## config.mk

```make
export PLATFORM = sky130hd
export DESIGN_NAME = dbadp_data_path
export DESIGN_NICKNAME = d
export VERILOG_FILES = /design/src/verilog/dbadp_pkg.sv /design/src/verilog/dbadp_data_path.sv /design/src/verilog/dbadp_out_mux.sv
export SDC_FILE = /design/constraint.sdc
export NUM_CORES = 1
export LEC_CHECK = 0
export BUFFER_PORTS_ARGS = -buffer_cell sky130_fd_sc_hd__buf_4
export CAP_MARGIN = 20
export CORE_MARGIN = 1
export CORE_UTILIZATION = 59
export DETAILED_ROUTE_END_ITERATION = 7
export GPL_ROUTABILITY_DRIVEN = 0
export PLACE_DENSITY_LB_ADDON = 0.05
export SLEW_MARGIN = 15
export SYNTH_ARGS = -nofsm -noshare
export SYNTH_HDL_FRONTEND = slang
export SYNTH_SLANG_ARGS = --single-unit
```

## constraint.sdc

```tcl
create_clock -name ref_clk -period 16.3 [get_ports ref_clk]
set_input_delay 0.815 -clock ref_clk [delete_from_list [all_inputs] [get_ports ref_clk]]
set_output_delay 0.815 -clock ref_clk [all_outputs]
set_load 0.05 [all_outputs]
```

## src/verilog/dbadp_pkg.sv

```systemverilog
// Package of constants and carrier types for the drive bus adapter data path
`default_nettype none
package dbadp_pkg;
  localparam int unsigned CNT_W = 16;
  localparam logic [15:0] CNT_RESET = 16'h0000;
  localparam logic [3:0] FILL_PRESET = 4'h4;
  localparam logic [3:0] FILL_EMPTY = 4'h0;
  localparam int unsigned SILO_DEPTH = 16;
  localparam int unsigned SILO_AW = 4;
  localparam int unsigned DRIVE_CNT_LSB = 16;
  localparam int unsigned MEM_CNT_LSB = 0;
  localparam int unsigned CS_SEL_BIT = 9;
  localparam int unsigned CS_BCNT_BIT = 2;
  localparam logic [2:0] SEL_CMD_ADDR = 3'h7;
  localparam logic [2:0] SEL_MAP = 3'h6;
  localparam logic [2:0] SEL_DIAG = 3'h5;
  localparam logic [2:0] SEL_SPLIT_BYTE_COUNT = 3'h4;
  localparam logic [2:0] SEL_VIRT_ADDR = 3'h3;
  localparam logic [2:0] SEL_STATUS = 3'h2;
  localparam logic [2:0] SEL_CONTROL = 3'h1;
  localparam logic [2:0] SEL_CONFIG = 3'h0;

  // Seven 32-bit sources and a 16-bit drive status feeding the bus output selector
  typedef struct packed {
    logic [31:0] cmd_addr;
    logic [31:0] map;
    logic [31:0] diag;
    logic [31:0] virt_addr;
    logic [31:0] status;
    logic [31:0] control;
    logic [31:0] config_reg;
    logic [15:0] drive_status_low;
  } dbadp_src_t;

  // Transfer mode flags
  typedef struct packed {
    logic transfer_busy;
    logic xfer_is_read;
    logic xfer_forward;
    logic xfer_reverse;
    logic block_send_cmd;
    logic drive_error;
  } dbadp_mode_t;
endpackage : dbadp_pkg
`default_nettype wire

```

## src/verilog/dbadp_data_path.sv

```systemverilog
// Data path control: byte counters, selector, command condition, buffers
`default_nettype none
module dbadp_data_path (
  input wire logic ref_clk,
  input wire logic rst,
  input wire dbadp_pkg::dbadp_mode_t mode,
  input wire logic [9:0] ctl_store,
  input wire logic ctl_store_bit9,
  input wire logic int_read_req,
  input wire logic external_read_req_n,
  input wire logic send_transfer,
  input wire logic phase_t1,
  input wire logic bus_input_strobe,
  input wire logic [31:0] bus_in,
  input wire logic load_word_one,
  input wire logic load_word_two,
  input wire logic count_write,
  input wire logic mem_read_pending_n,
  input wire logic cmd_accepted,
  input wire logic mem_select_latch,
  input wire logic [2:0] virt_addr_low,
  input wire logic end_of_block,
  input wire logic drive_word_sent,
  input wire logic drive_byte_in,
  input wire logic [7:0] drive_byte,
  input wire logic out_byte_taken,
  input wire logic last_byte_full,
  input wire logic out_partly_filled,
  input wire dbadp_pkg::dbadp_src_t src,
  output logic [31:0] bus_out,
  output logic bus_drive_en,
  output logic [2:0] bus_source_select,
  output logic cmd_condition,
  output logic cmd_req_pending,
  output logic [31:0] split_byte_count,
  output logic mem_count_zero_n,
  output logic drive_count_zero,
  output logic run_clear,
  output logic xfer_done,
  output logic write_buffers_ready,
  output logic [7:0] input_byte_enable_n,
  output logic virt_addr_bump_n,
  output logic silo_load,
  output logic [7:0] silo_out,
  output logic silo_out_valid,
  output logic silo_full,
  output logic silo_empty
);
  typedef struct packed {
    logic [15:0] drive_cnt;
    logic [15:0] mem_cnt;
    logic mem_zero;
    logic drive_zero;
    logic run_clr;
    logic done;
    logic cmd_pend;
    logic [3:0] fill_cnt;
    logic input_word_two_full;
    logic [31:0] rx_latch;
    logic [31:0] word_one;
    logic [31:0] word_two;
    logic [2:0] va_latch;
    logic [31:0] bus_out;
    logic [4:0] silo_cnt;
    logic [3:0] wr_ptr;
    logic [3:0] rd_ptr;
    logic [7:0] silo_dout;
    logic [2:0] ebl_sync;
  } dbadp_state_t;

  dbadp_state_t st;
  dbadp_state_t next_st;
  logic [7:0] silo_mem [dbadp_pkg::SILO_DEPTH];
  logic [31:0] mux_out;
  logic ext_status_only;
  logic bcnt_selected;
  logic silo_push;
  logic silo_pop;
  logic [7:0] silo_din;
  logic ebl_seen;

  function automatic logic [7:0] byte_of(input logic [31:0] w,
                                         input logic [1:0] idx);
    byte_of = w[idx*8 +: 8];
  endfunction : byte_of

  // Byte counter read decode
  assign bcnt_selected = !ctl_store_bit9 && ctl_store[dbadp_pkg::CS_BCNT_BIT]
                         && (ctl_store[1:0] == 2'b00);
  assign ext_status_only = !external_read_req_n;

  // Source select encoding
  always_comb begin
    if (st.cmd_pend) begin
      bus_source_select = dbadp_pkg::SEL_CMD_ADDR;
    end else if (ext_status_only) begin
      bus_source_select = dbadp_pkg::SEL_STATUS;
    end else if (int_read_req && !ctl_store_bit9) begin
      bus_source_select = dbadp_pkg::SEL_MAP;
    end else begin
      bus_source_select = ctl_store[2:0];
    end
  end

  dbadp_out_mux u_mux (
    .bus_source_select(bus_source_select),
    .ext_status_only(ext_status_only && !st.cmd_pend),
    .src(src),
    .byte_count_word({st.drive_cnt, st.mem_cnt}),
    .mux_out(mux_out)
  );

  // Drivers on only for read or command with send transfer
  // External status reads go out on the control path drivers
  assign bus_drive_en = (int_read_req || st.cmd_pend) && send_transfer;

  // Command condition
  logic read_case;
  logic write_case;
  // Neither direction flag set asks for nothing on a read
  logic full_forward_case;
  logic full_reverse_case;
  logic end_forward_case;
  logic end_reverse_case;
  logic end_partial;
  assign end_partial = st.mem_zero && out_partly_filled;
  assign full_forward_case = mode.xfer_forward && last_byte_full;
  assign full_reverse_case = mode.xfer_reverse && last_byte_full;
  assign end_forward_case = mode.xfer_forward && end_partial;
  assign end_reverse_case = mode.xfer_reverse && end_partial;
  assign read_case = mode.xfer_is_read && (full_forward_case
    || full_reverse_case || end_forward_case || end_reverse_case);
  assign write_case = !mode.xfer_is_read && !st.input_word_two_full
    && mem_read_pending_n && !st.mem_zero;
  assign cmd_condition = mode.transfer_busy && !mode.block_send_cmd
    && !st.cmd_pend && (read_case || write_case);

  // Input byte enable, latched address, no enable on read or T1
  logic fill_ok;
  assign fill_ok = !mode.xfer_is_read && !phase_t1;
  always_comb begin
    input_byte_enable_n = 8'hff;
    if (fill_ok) begin
      input_byte_enable_n[st.va_latch] = 1'b0;
    end
  end

  // Silo load on write: more bytes, buffer two full, room
  assign silo_load = fill_ok && !st.mem_zero && st.input_word_two_full
                     && (st.silo_cnt != 5'(dbadp_pkg::SILO_DEPTH));
  assign virt_addr_bump_n = !(silo_load || (mode.xfer_is_read && silo_pop));
  assign silo_full = st.silo_cnt == 5'(dbadp_pkg::SILO_DEPTH);
  assign silo_empty = st.silo_cnt == 5'h00;
  // Unpack quadword byte by latched address
  assign silo_din = mode.xfer_is_read ? drive_byte
    : (st.va_latch[2] ? byte_of(st.word_two, st.va_latch[1:0])
                      : byte_of(st.word_one, st.va_latch[1:0]));
  assign silo_push = silo_load || (mode.xfer_is_read && drive_byte_in
                     && !silo_full);
  // Silo keeps draining after a drive error
  assign silo_pop = out_byte_taken && !silo_empty;

  assign ebl_seen = st.ebl_sync[1] == st.ebl_sync[2] && st.ebl_sync[2];

  always_comb begin
    next_st = st;
    next_st.ebl_sync = {st.ebl_sync[1:0], end_of_block};
    // Byte latches on input strobe
    if (bus_input_strobe) begin
      for (int i = 0; i < 4; i++) begin
        next_st.rx_latch[i*8 +: 8] = bus_in[i*8 +: 8];
      end
    end
    if (load_word_one) begin
      next_st.word_one = st.rx_latch;
    end
    if (load_word_two) begin
      next_st.word_two = st.rx_latch;
      next_st.input_word_two_full = 1'b1;
      if (st.fill_cnt != dbadp_pkg::FILL_EMPTY) begin
        next_st.fill_cnt = st.fill_cnt - 4'h1;
      end
    end
    if (mem_select_latch) begin
      next_st.va_latch = virt_addr_low;
    end
    // A fresh second word wins over the clear
    if (silo_load && st.va_latch == 3'h7 && !load_word_two) begin
      next_st.input_word_two_full = 1'b0;
    end
    // Counters
    if (count_write) begin
      next_st.mem_cnt = bus_in[15:0];
      next_st.drive_cnt = bus_in[15:0];
      next_st.mem_zero = 1'b0;
      next_st.drive_zero = 1'b0;
      next_st.done = 1'b0;
      next_st.run_clr = 1'b0;
    end else if (!mode.xfer_is_read) begin
      if (silo_load) begin
        {next_st.mem_zero, next_st.mem_cnt} =
          {1'b0, st.mem_cnt} + 17'h00001;
        if (st.mem_cnt == 16'hffff) begin
          next_st.mem_zero = 1'b1;
        end
      end
      if (drive_word_sent && !st.drive_zero) begin
        next_st.drive_cnt = st.drive_cnt - 16'h0002;
        if (st.drive_cnt == 16'h0002) begin
          next_st.drive_zero = 1'b1;
          next_st.run_clr = 1'b1;
        end
      end
      if (st.drive_zero && ebl_seen) begin
        next_st.done = 1'b1;
      end
    end else begin
      // Read direction counts
      if (silo_push && !st.drive_zero) begin
        next_st.drive_cnt = st.drive_cnt - 16'h0001;
        next_st.drive_zero = st.drive_cnt == 16'h0001;
      end
      if (silo_pop && !st.mem_zero) begin
        next_st.mem_cnt = st.mem_cnt - 16'h0001;
        next_st.mem_zero = st.mem_cnt == 16'h0001;
      end
      if (ebl_seen && st.mem_zero) begin
        next_st.done = 1'b1;
      end
    end
    // Pending command: set wins over accept
    if (cmd_condition) begin
      next_st.cmd_pend = 1'b1;
    end else if (cmd_accepted) begin
      next_st.cmd_pend = 1'b0;
    end
    // Silo bookkeeping
    if (silo_push) begin
      next_st.wr_ptr = st.wr_ptr + 4'h1;
    end
    if (silo_pop) begin
      next_st.rd_ptr = st.rd_ptr + 4'h1;
      next_st.silo_dout = silo_mem[st.rd_ptr];
    end
    next_st.silo_cnt = st.silo_cnt + 5'(silo_push) - 5'(silo_pop);
    if (bus_drive_en) begin
      next_st.bus_out = bcnt_selected && int_read_req
        ? {st.drive_cnt, st.mem_cnt} : mux_out;
    end
  end

  always_ff @(posedge ref_clk) begin
    if (silo_push) begin
      silo_mem[st.wr_ptr] <= silo_din;
    end
  end

  always_ff @(posedge ref_clk or posedge rst) begin
    if (rst) begin
      st <= '0;
      st.fill_cnt <= dbadp_pkg::FILL_PRESET;
      st.mem_cnt <= dbadp_pkg::CNT_RESET;
      st.drive_cnt <= dbadp_pkg::CNT_RESET;
    end else begin
      st <= next_st;
    end
  end

  assign bus_out = st.bus_out;
  assign cmd_req_pending = st.cmd_pend;
  assign split_byte_count = {st.drive_cnt, st.mem_cnt};
  assign mem_count_zero_n = !st.mem_zero;
  assign drive_count_zero = st.drive_zero;
  assign run_clear = st.run_clr;
  assign xfer_done = st.done;
  assign write_buffers_ready = st.fill_cnt == dbadp_pkg::FILL_EMPTY;
  assign silo_out = st.silo_dout;
  assign silo_out_valid = !silo_empty;
endmodule : dbadp_data_path
`default_nettype wire

```

## src/verilog/dbadp_out_mux.sv

```systemverilog
// Internal bus output selector, 32 eight-input multiplexers
`default_nettype none
module dbadp_out_mux (
  input wire logic [2:0] bus_source_select,
  input wire logic ext_status_only,
  input wire dbadp_pkg::dbadp_src_t src,
  input wire logic [31:0] byte_count_word,
  output logic [31:0] mux_out
);
  logic [31:0] in_word [8];

  always_comb begin
    in_word[0] = src.config_reg;
    in_word[1] = src.control;
    in_word[2] = src.status;
    in_word[3] = src.virt_addr;
    in_word[4] = byte_count_word;
    in_word[5] = src.diag;
    in_word[6] = src.map;
    in_word[7] = src.cmd_addr;
  end

  // One eight-way mux per bit
  for (genvar b = 0; b < 32; b++) begin : g_bit
    logic [7:0] bits;
    always_comb begin
      for (int k = 0; k < 8; k++) begin
        bits[k] = in_word[k][b];
      end
    end
    if (b < 16) begin : g_low
      // Low half from drive control path on external reads
      assign mux_out[b] = ext_status_only ? src.drive_status_low[b]
                                          : bits[bus_source_select];
    end else begin : g_high
      assign mux_out[b] = bits[bus_source_select];
    end
  end
endmodule : dbadp_out_mux
`default_nettype wire

```

# After elaboration in Yosys (flattened, before gate mapping)
# Memory sizes are Yosys's and may differ from the RTL's. A register that Yosys moved wholly into a read port is not among the register bits.
# Cells that the tools add are included.
word_totals:
  register_bits: 189
  mem_bits_rw: 128
  in_bits: 319
  mem_count: 1
op_classes:
  n_addsub: 9
  order_cmp: 3
  eq_ne: 12
  shift: 2
  mux: 109
  bitwise_logic: 1
  n_reduce_logical: 73
memory_table:
  columns: ["memory", "depth", "word_bits", "rd", "rd_clocked_by_memory_dff", "wr", "line_no", "source"]
  rows:
  - ["silo_mem", 16, 8, 1, 1, 1, "dbadp_data_path.sv:73", "logic [7:0] silo_mem [dbadp_pkg::SILO_DEPTH];"]
op_table:
  columns: ["op", "count"]
  rows:
  - ["binary-select mux 1 bit (select 3 bit)", 32]
  - ["indexed part select 32 x 6 -> 8 bit", 2]
  - ["two-way mux 1 bit", 61]
  - ["two-way mux 36 bit", 1]
  - ["logical AND 1 bit", 35]
  - ["two-way mux 17 bit", 2]
  - ["two-way mux 34 bit", 1]
  - ["== test 16 x 1 -> 1 bit, second input constant", 2]
  - ["two-way mux 16 bit", 2]
  - ["two-way mux 32 bit", 1]
  - ["subtractor 16 x 1 -> 16 bit, second input constant", 2]
  - ["two-way mux 8 bit", 3]
  - ["adder 16 x 1 -> 17 bit, second input constant", 1]
  - ["== test 16 bit, second input constant", 1]
  - ["== test 16 x 2 -> 1 bit, second input constant", 1]
  - ["subtractor 16 x 2 -> 16 bit, second input constant", 1]
  - ["zero test 1 bit", 13]
  - ["nonzero test 3 bit", 4]
  - ["two-way mux 3 bit", 3]
  - ["!= test 3 x 1 -> 1 bit, second input constant", 3]
  - ["adder 4 x 1 -> 4 bit, second input constant", 2]
  - ["less-than comparator 3 x 4 -> 1 bit, second input constant", 2]
  - ["inverter 8 bit", 1]
  - ["AND reduction 2 bit", 4]
  - ["other kinds (18)", 29]

# Logic depth before layout (Yosys ltp)
# Gate-level depths: netlist of the first run.
depth:
  ltp_word: 10
  ltp_mapped: 13
  ltp_nobuf: 13

# By module
# Synthesis of the first run repeated with hierarchy kept, for this count alone.
unflattened:
  cells_unflattened: 1300
  hier_area_um2: 17475.5
modules_own_cells:
  columns: ["mod", "n_inst", "cells_each", "area_per_inst_um2", "seq_area_each_um2"]
  rows:
  - ["dbadp_data_path", 1, 1094, 15197.1, 8774.7]
  - ["dbadp_out_mux", 1, 206, 2278.4, 0.0]

# Worst setup path before layout of the first run
# No wires, ideal clock.
synth_path:
  path_kind: "flip-flop to output port"
  startpoint: "register st[22] (netlist bit)"
  endpoint: "output virt_addr_bump_n"
  arrival_ns: 4.123
  required_ns: 15.485
  path_slack_ns: 11.362
  stages_incl_launch_ff: 9
  cell_sequence: "dfrtp_1 > inv_1 > ha_1 > nor4bb_1 > or2_0 > clkbuf_1 > clkbuf_1 > inv_1 > a21oi_1"
synth_between:
  word_cells_on_any_way: 8
  cone_classes: "1 x eq/ne; 7 x reduce/logical"
synth_rtl:
  columns: ["element", "line_no", "source"]
  rows:
  - ["start: declaration", "dbadp_data_path.sv:71", "dbadp_state_t st;"]
  - ["start signal: assignment", "dbadp_data_path.sv:265", "st <= next_st;"]
  - ["!= test 5 bit", "dbadp_data_path.sv:150", "&& (st.silo_cnt != 5'(dbadp_pkg::SILO_DEPTH));"]
  - ["logical AND 1 bit", "dbadp_data_path.sv:150", null]
  - ["net silo_load", "dbadp_data_path.sv:43", "output logic silo_load,"]
  - ["logical OR 1 bit", "dbadp_data_path.sv:151", "assign virt_addr_bump_n = !(silo_load || (mode.xfer_is_read && silo_pop));"]
  - ["zero test 1 bit", "dbadp_data_path.sv:151", null]
  - ["end: declaration", "dbadp_data_path.sv:42", "output logic virt_addr_bump_n,"]
# The timed path passes the listed nets, and every way through them passes these cells.

# Worst setup path after layout of the first run
layout_path:
  startpoint: "register st[22] (netlist bit)"
  endpoint: "output virt_addr_bump_n"
layout_between:
  elab_chain_cells: 6
  word_cells_on_any_way: 8
  cone_classes: "1 x eq/ne; 7 x reduce/logical"
layout_lines:
  columns: ["element", "line_no", "source"]
  rows:
  - ["zero test 5 bit", "dbadp_data_path.sv:153", "assign silo_empty = st.silo_cnt == 5'h00;"]
  - ["zero test 1 bit", "dbadp_data_path.sv:161", "assign silo_pop = out_byte_taken && !silo_empty;"]
  - ["logical AND 1 bit", "dbadp_data_path.sv:161", null]
  - ["net silo_pop", "dbadp_data_path.sv:78", "logic silo_pop;"]
  - ["logical AND 1 bit", "dbadp_data_path.sv:151", null]
  - ["logical OR 1 bit", "dbadp_data_path.sv:151", null]
  - ["zero test 1 bit", "dbadp_data_path.sv:151", null]
# The timed path passes the listed nets, and every way through them passes these cells.

==> metrics, run 1 <==
Clock power frac 28.7%; grt ovf 0; dpl cells 2118; skew final between 15 and 20 ps; VDD IR-drop max around 0.12 mV; Hold Crit Endpoint next_st[2]; Sequential Power Share around two fifths; initial antenna violation count 2; Pwr Density 131 nW/um2; P_sw 964 uW; CTS Buf Count 34; largest net degree at the start of global routing 135; number of synthesized flops with an enable pin 128; Detailed Route Iter0 Violations approximately 1200; Critical Path AT between 3000 and 4000 ps; FP Rows 62; Worst Reg-to-Reg Cells 13; slew at the pin closest to its max-slew limit 1120 ps; Netlist cell types 74; RSZ-0062 raised after global routing false; full die area 30500 um2; r2r endpoint st[23]; share of layout cells above drive strength 1 between 30% and 40%; Area growth syn-to-layout 22.4%; R2R setup slack 12730 ps; Max Cap Viol 0; Resized Gates After CTS 0; vias per inst 6.26; number of global-route vias before repair 13800; asr flop ratio synth 60.6%; final instance area 21500 um2; CTS clk-pin slew, worst paths 70 ps; HPWL after DPL 36.2 mm; flops & latches, synth 325; Final ANT Viol Nets 0; IO Count 415; Fin. Hold Viols 0; Hold Buf Count CTS 0; clock sink count 325; CP Class reg2out; fin crit period 3890 ps; Max Root-Sink Buffers 3; # DRC 0; Hold Path Origin next_st[1]; Hold WS 357 ps; average instance area after synthesis 11.8 um2; post-CTS setup buffers 0; nets 2113; wire per inst 23.6 um; Routed WL 51.6 mm; Worst setup EP type output pin; Starting Density 60.5%; Post-Syn Nets ~1800; LEAKAGE 8.99 nW; CTS tree done; synthesized instance count 1493; Pint about 1.9 mW; Die Y around 170 um; fmax 257 MHz; Hold Path Class reg2reg; fin cells 2184; Tot GR Track Use 34.3%; Seq/Total Area, Yosys about 50%; vias 13700; Slew Viols, Final 0; drt first pass iters 5; Fin Setup TNS 0 ps; part of the cycle the worst path needs 23.8%; worst skew pair latency 520 ps; Netlist Area Pre-Place 17600 um2; Req. time, crit path 15490 ps; chip width around 170 um; CP Max Fanout 11; Slew headroom 24.9%; final setup vio count 0; Area after DPL 20300 um2; core footprint 29000 um2; CTS HTree Levels 2; first-pass GRT wire length 79.5 mm; worst reg2reg startpoint st[22]; worst hold path depth 0; sw frac 34.2%; outcome complete, no violations; PortBufs 406; main flop type after synthesis dfrtp_1; crit start category register; fillers about 2100; Synth Warn # 0; CTS root buffer clkbuf_16; Comb power frac 31.6%
-- power by group through the flow --
stage	registers [mW]	clock network [mW]	logic [mW]
after CTS	1.12	0.819	0.889
after detailed placement	1.13	0	0.882
final	1.12	0.810	0.891
after global routing	1.13	0.851	0.952
after global placement	1.12	0	0.862
after floorplan	1.06	0	0.708
-- cells in the mapped netlist (28+ instances only) --
| cell type | instances | area (um2) |
|---|---|---|
| dfrtp_1 | 196 | 4900 |
| inv_1 | 42 | 158 |
| nor2_1 | 52 | 195 |
| edfxtp_1 | 128 | 3840 |
| mux2i_1 | 53 | 531 |
| a21oi_1 | 45 | 225 |
| buf_4 | 72 | 541 |
| mux4_2 | 48 | 1080 |
| mux2_2 | 145 | 1630 |
| o21ai_0 | 61 | 305 |
| or3_1 | 32 | 200 |
| clkbuf_1 | 81 | 304 |
| nand2_1 | 113 | 424 |
| a31oi_1 | 28 | 175 |
-- state kept, by name, indices dropped and copies added, names as in the netlist --
signal / cells
silo_mem: 128
st: 119
bus_out: 32
split_byte_count: 32
silo_out: 8
next_st: 2
cmd_req_pending: 1
drive_count_zero: 1
run_clear: 1
xfer_done: 1
-- through the flow --
step / setup slack (ps) / power (mW) / utilization (%)
floorplan: 10120 / 1.76 / -
global placement: 12360 / 1.98 / 69.9
global route: 12320 / 2.94 / 74.1
CTS: 12420 / 2.83 / 73.9
finish: 12410 / 2.82 / 74.1
detailed placement: 12310 / 2.01 / 69.9
-- worst max-delay path: stages, from the launching register on --
cell and delay, ps:
dfrtp_1 390, inv_1 90, ha_1 170, or4b_2 720, nand2_1 370, inv_1 310, a21oi_1 260, buf_4 230
-- area by class of cell --
cell class	count	area (um2)	area share [%]
sequential	325	8780	40.8
antenna	1	2.50	0.0116
tap	384	480	2.24
timing repair buffer	429	3220	15.0
clock buffer	45	963	4.48
clock inverter	17	220	1.02
multi-input combinational	939	7660	35.6
inverter	44	173	0.803
-- worst max path at each step --
| stage | from | end | slack [ps] | cells past startpoint |
|---|---|---|---|---|
| finish | st[22] | virt_addr_bump_n | 12410 | 7 |
| global route | st[21] | virt_addr_bump_n | 12320 | 7 |
| detailed placement | mode[4] | st[23] | 12310 | 12 |
| floorplan | rst | bus_out[0] | 10120 | 1 |
| CTS | st[22] | virt_addr_bump_n | 12420 | 7 |
| global placement | mode[4] | st[23] | 12360 | 12 |
-- cells in the final DEF (no fill, tap or decap), types with 6 or more instances in the layout --
cell	count
a211oi_1	19
a21o_1	27
a21oi_1	45
a221oi_1	16
a22oi_1	7
a31o_2	9
a31oi_1	27
a32oi_1	9
and2_1	18
buf_4	429
clkbuf_16	35
dfrtp_1	194
edfxtp_1	128
ha_1	20
inv_1	41
mux2_2	145
mux2i_1	53
mux4_2	48
nand2_1	113
nand3_1	13
nand4_1	19
nor2_1	51
nor2b_1	9
nor3_1	18
nor3b_1	9
nor4_1	7
o211ai_1	20
o21a_1	8
o21ai_0	54
o221ai_1	24
o22ai_1	12
o311ai_0	6
o31a_1	10
or3_1	32
xnor2_1	14
xor2_1	7
-- cell families (layout without fill, tap and decap cells) --
kind of cell,Yosys count,after routing,share of synthesized area (%)
other,0,1,0
buffers and inverters,229,535,6.72
adder cells (fa/ha/maj),21,21,1.54
AO/OA/AOI/OAI,323,323,12.7
XOR/XNOR,21,21,1.05
flip-flops,325,325,50.0
AND/OR/NAND/NOR,328,328,9.55
multiplexers,246,246,18.5
-- layer usage --
layer  wire length [um]  vias up  GRT usage [%]
li1                   -     6109              -
met1              21000     6763           46.9
met2              24500      700           55.1
met3               4500      101           7.22
met4               1640        2           10.9
met5                 13        -              0
Power figures use the tool's default switching activity.
==> inputs of run 2 (changes only) <==
--- a/config.mk
+++ b/config.mk
@@ -8,7 +8,7 @@
 export BUFFER_PORTS_ARGS = -buffer_cell sky130_fd_sc_hd__buf_4
 export CAP_MARGIN = 20
 export CORE_MARGIN = 1
-export CORE_UTILIZATION = 59
+export CORE_UTILIZATION = 55
 export DETAILED_ROUTE_END_ITERATION = 7
 export GPL_ROUTABILITY_DRIVEN = 0
 export PLACE_DENSITY_LB_ADDON = 0.05
==> constraint.sdc (replaced) <==
create_clock -name ref_clk -period 3.9 [get_ports ref_clk]
set_input_delay 0.195 -clock ref_clk [delete_from_list [all_inputs] [get_ports ref_clk]]
set_output_delay 0.195 -clock ref_clk [all_outputs]
set_load 0.05 [all_outputs]
==> run 2 against run 1 <==
Against the previous run:
- worst setup slack got worse by 12000 ps
- via count up 1.1%
- final area grew 2.5%
- non-clock buffer count grew 60
- final cell count increased by 3.6%
- global-route usage decreased by 2.7 points
- clock skew down 3.7 ps
- core utilization fell by 4.1 points
- register-to-register slack worse by 12000 ps
- wire length decreased by 0.28%
- combinational power increased to 4.1 times the previous value
- clock power grew to 4.1 times the previous value
- largest cell class unchanged
==> metrics, run 2 (synthesis gave the netlist of run 1 again) <==
share of layout cells above drive strength 1 38.6%; Final ANT Viol Nets 0; Area after DPL 20400 um2; Fin. Hold Viols 0; RSZ-0062 raised after global routing false; chip width 181 um; CTS clk-pin slew, worst paths about 60 ps; Fin Setup TNS 0 ps; CTS root buffer clkbuf_16; largest reg by FF count silo_mem; Critical Path Max Stage Delay approximately 660 ps; fmax 306 MHz; CP cell instances inv_1, ha_1, or4b_2, nand2_1, inv_1, ha_1, inv_1, ha_1, fa_1, a21oi_1, nor2_1, nor2_1, xnor2_1; wire per inst 22.8 um; CTS tree done; # DRC 0; slew at the pin closest to its max-slew limit 989 ps; most common cell after layout, fill and taps aside buf_4; first-pass GRT wire length between 70 and 80 mm; final setup vio count 0; Detailed Route Iter0 Violations 1248; vias 13800; Critical Path AT 3700 ps; CP Class reg2reg; Worst setup EP type register; Starting Density 55.8%; fin crit period 3270 ps; full die area roughly 33000 um2; vias per inst 6.11; PortBufs 406; Req. time, crit path 4330 ps; Area growth syn-to-layout 25.5%; final instance area 22000 um2; VDD IR-drop max 0.378 mV; outcome complete, no violations; FP Rows between 60 and 70; CTS HTree Levels 2; Critical-path top delay cell or4b_2; largest net degree at the start of global routing 62; worst hold path depth 3; Slew headroom around 33%; grt ovf 0; CTS Buf Count 35; clock sink count between 300 and 400; most frequent cells in the layout buf_4 (442), dfrtp_1 (194), mux2_2 (145), edfxtp_1 (128), nand2_1 (113); IO Count about 420; drt first pass iters 7; CP Max Fanout 11; HPWL after DPL 36.7 mm; Pwr Density 534 nW/um2; skew final roughly 14 ps; dpl cells between 2000 and 2500; Largest register FFs 128; Slew Viols, Final 0; Die Y 181 um; Routed WL 51.5 mm; number of global-route vias before repair around 14000; LEAKAGE approximately 9 nW; nets 2174; Worst Reg-to-Reg Cells 13; Hold Path Class in2reg; worst skew pair latency 510 ps; Resized Gates After CTS 0; fin cells 2262; Tot GR Track Use 31.6%; crit start category register; initial antenna violation count 3; core footprint 31500 um2; Max Cap Viol 0; biggest regs silo_mem x128, st x119; part of the cycle the worst path needs 83.9%; Max Root-Sink Buffers 3
-- run 2: changes by cell type in the layout (fill, tap and decap cells not counted), sizes merged --
cell | before | now
buf | 429 | 443
clkinvlp | 4 | 3
dlygate4sd3 | 0 | 46
inv | 43 | 44
clkbuf | 45 | 46
clkinv | 10 | 9
-- run 2: final timing paths --
| check | from | end | slack (ps) |
|---|---|---|---|
| max in group asynchronous | rst | st[12] | 2410 |
| setup reg to reg | st[22] | st[23] | 630 |
| hold / removal | src[77] | bus_out[29] | 30 |
| setup / recovery | st[22] | st[23] | 630 |
| hold reg to reg | next_st[1] | next_st[2] | 350 |
| min in group asynchronous | rst | st[58] | 450 |
-- run 2: what timing repair did --
item,CTS,global route
setup buffers,0,0
hold buffers,46,0
endpoints found under the hold margin,87,0
endpoints found under the setup margin,0,0
-- run 2: worst max-delay path: cells and delay by family (launching register included) --
| kind | cells | cell delay, ps |
|---|---|---|
| AO/OA/AOI/OAI | 1 | 150 |
| XOR/XNOR | 1 | 130 |
| adder cells (fa/ha/maj) | 4 | 1060 |
| buffers and inverters | 3 | 250 |
| flip-flops | 1 | 390 |
| AND/OR/NAND/NOR | 4 | 1210 |
-- run 2: where the power goes --
group          total, mW  switching, mW  internal [mW]
combinational       3.69           2.03           1.66
sequential          4.73          0.609           4.12
clock               3.34           1.35           1.98
-- run 2: stage by stage --
| step | hold WS (ps) | util (%) | worst slack (ps) | total power, mW |
|---|---|---|---|---|
| floorplan | 226 | - | 218 | 7.38 |
| global placement | 306 | 64.9 | 729 | 8.34 |
| detailed placement | 305 | 64.9 | 571 | 8.44 |
| CTS | 0.826 | 70.0 | 552 | 11.8 |
| global route | 24.4 | 70.0 | 353 | 12.3 |
| finish | 27.0 | 70.0 | 628 | 11.8 |
-- run 2: routing by layer --
metal / vias to the layer above / part of all wire [%] / global-route usage [%]
li1: 6238 / - / -
met1: 6865 / 41 / 43.1
met2: 619 / 48 / 50.7
met3: 96 / 8.5 / 7.13
met4: 4 / 2.6 / 9.64
met5: - / 0.045 / 0
-- run 2: final cells by class --
cell class	count	area, um2
Fill cell	2310	9440
Timing Repair Buffer	489	3800
Tap cell	402	503
Antenna cell	1	2.50
Sequential cell	325	8780
Clock inverter	16	191
Inverter	44	169
Clock buffer	46	947
Multi-Input combinational cell	939	7650
==> inputs of run 3 (changes only) <==
==> constraint.sdc (replaced) <==
create_clock -name ref_clk -period 3.1 [get_ports ref_clk]
set_input_delay 0.155 -clock ref_clk [delete_from_list [all_inputs] [get_ports ref_clk]]
set_output_delay 0.155 -clock ref_clk [all_outputs]
set_load 0.05 [all_outputs]
==> run 3 against run 2 <==
Against the previous run:
- critical path depth stayed put
- final area increased by 0.77%
- global-route usage shrank 0.38 points
- final cell count grew 0.80%
- combinational power rose by 31%
- die area did not move
- clock-buffer cell count decreased by 1
- worst setup slack worse by 450 ps
- clock power is 23% higher
- first-iteration DRC count is 5.7% lower
- clock skew down 1.6 ps
- non-clock buffer count rose by 19
==> metrics, run 3 (synthesis gave the netlist of run 1 again) <==
fmax 343 MHz; critical path launch point st[22]; initial antenna violation count 4; CP Max Fanout 4; vias per inst 6.07; Fin. Hold Viols 0; slew at the pin closest to its max-slew limit slightly above 1000 ps; met1 usage 43.1%; CTS HTree Levels 2; IO Count between 400 and 500; CP Class reg2reg; grt ovf 0; CTS root buffer clkbuf_16; part of the cycle the worst path needs between 90% and 100%; share of layout cells above drive strength 1 38.9%; CTS clk-pin slew, worst paths 60 ps; pre-CTS WS about 200 ps; crit start category register; post-CTS setup buffers 0; drt first pass iters 6; Fin Setup TNS 0 ps; Hold Path Origin src[217]; HPWL after DPL 36.8 mm; RSZ-0062 raised after global routing false; VDD IR-drop max 0.482 mV; Req. time, crit path 3530 ps; worst reg2reg startpoint st[22]; Worst setup EP type register; fin crit period ~2900 ps; Slew headroom between 30% and 40%; nets roughly 2200; min setup slack post-route around 180 ps; biggest regs silo_mem x128, st x119; Pwr Density 664 nW/um2; Starting Density 55.8%; Largest register FFs between 100 and 150; skew final 12.4 ps; grt peak-use layer met2; outcome complete, no violations; CTS tree done; first-pass GRT wire length 78.8 mm; Die Y 181 um; GR met2 Demand/Resource 48.6%; PortBufs 406; final setup vio count 0; largest net degree at the start of global routing 72; largest reg by FF count silo_mem; worst skew pair latency 510 ps; Critical-path top delay cell or4b_2; LEAKAGE 9.32 nW; Hold Path Class in2reg; wire per inst 22.4 um; Detailed Route Iter0 Violations ~1200; most frequent cells in the layout buf_4 (455), dfrtp_1 (195), mux2_2 (145), edfxtp_1 (128), nand2_1 (113); Max Root-Sink Buffers 3; most common cell after layout, fill and taps aside buf_4; Final ANT Viol Nets 0; Area growth syn-to-layout 26.5%; chip width 181 um; number of global-route vias before repair 13700; FP Rows 65; GR Util met3 6.99%; CTS Buf Count 35; CP cell instances inv_1, ha_1, or4b_2, nand2_1, inv_1, ha_1, inv_1, ha_1, fa_1, a21oi_1, nor2_1, nor2_1, xnor2_1; clock sink count 325; core footprint 31500 um2; full die area 32600 um2; Max Cap Viol 0; Slew Viols, Final 0; vias 13800; Routed WL 51.2 mm; # DRC 0; Tot GR Track Use approximately 31%; Critical Path AT 3350 ps; Critical Path Max Stage Delay 660 ps
[run 3: final timing paths]
check	to	slack, ps	cells after the start
min in group asynchronous	silo_out[7]	290	3
hold / removal	bus_out[9]	20	4
hold reg to reg	next_st[2]	350	0
setup reg to reg	st[23]	180	13
max in group asynchronous	st[158]	1970	4
setup / recovery	st[23]	180	13
[run 3: critical path: cells and delay by family (launching register included)]
family | cells | cell delay, ps
buffers and inverters | 3 | 190
and+or+nand+nor | 4 | 940
AOI/OAI and AO/OA | 1 | 140
DFF | 1 | 390
xor gates and xnor gates | 1 | 120
adders and majority gates | 4 | 1050
[run 3: report_power, final]
| part | internal [mW] | total [mW] | switching [mW] |
|---|---|---|---|
| Sequential | 5.19 | 5.82 | 0.633 |
| Clock | 2.42 | 4.11 | 1.69 |
| Combinational | 2.15 | 4.83 | 2.67 |
| Total | 9.76 | 14.8 | 5.00 |
[run 3: metrics by stage]
stage,instance area [um2],utilization (%),hold slack [ps],instances,total power [mW]
2_1_floorplan,17600,-,186,1493,9.30
3_3_place_gp,20600,65.4,265,2168,10.5
3_5_place_dp,20600,65.4,266,2168,10.6
4_1_cts,22200,70.5,4.99,2279,14.8
5_1_grt,22200,70.5,40.9,2279,15.4
6_report,22200,70.6,23.3,2280,14.8
[run 3: what timing repair did]
item,CTS,global route
hold endpoints to repair,81,0
hold buffers,50,0
resized for setup,0,0
endpoints found under the setup margin,0,0
[run 3: routing by layer]
| layer | part of all wire [%] | routed length, um |
|---|---|---|
| met1 | 42 | 21500 |
| met2 | 47 | 23800 |
| met3 | 7.8 | 3980 |
| met4 | 3.5 | 1780 |
| met5 | 0.066 | 34 |
[run 3: layout make-up]
type	instances	area, um2
Multi-Input combinational cell	939	7660
Tap cell	402	503
Fill cell	2298	9270
Timing Repair Buffer	508	3980
Sequential cell	325	8780
Inverter	44	169
Clock buffer	45	945
Antenna cell	1	2.50
Clock inverter	16	178
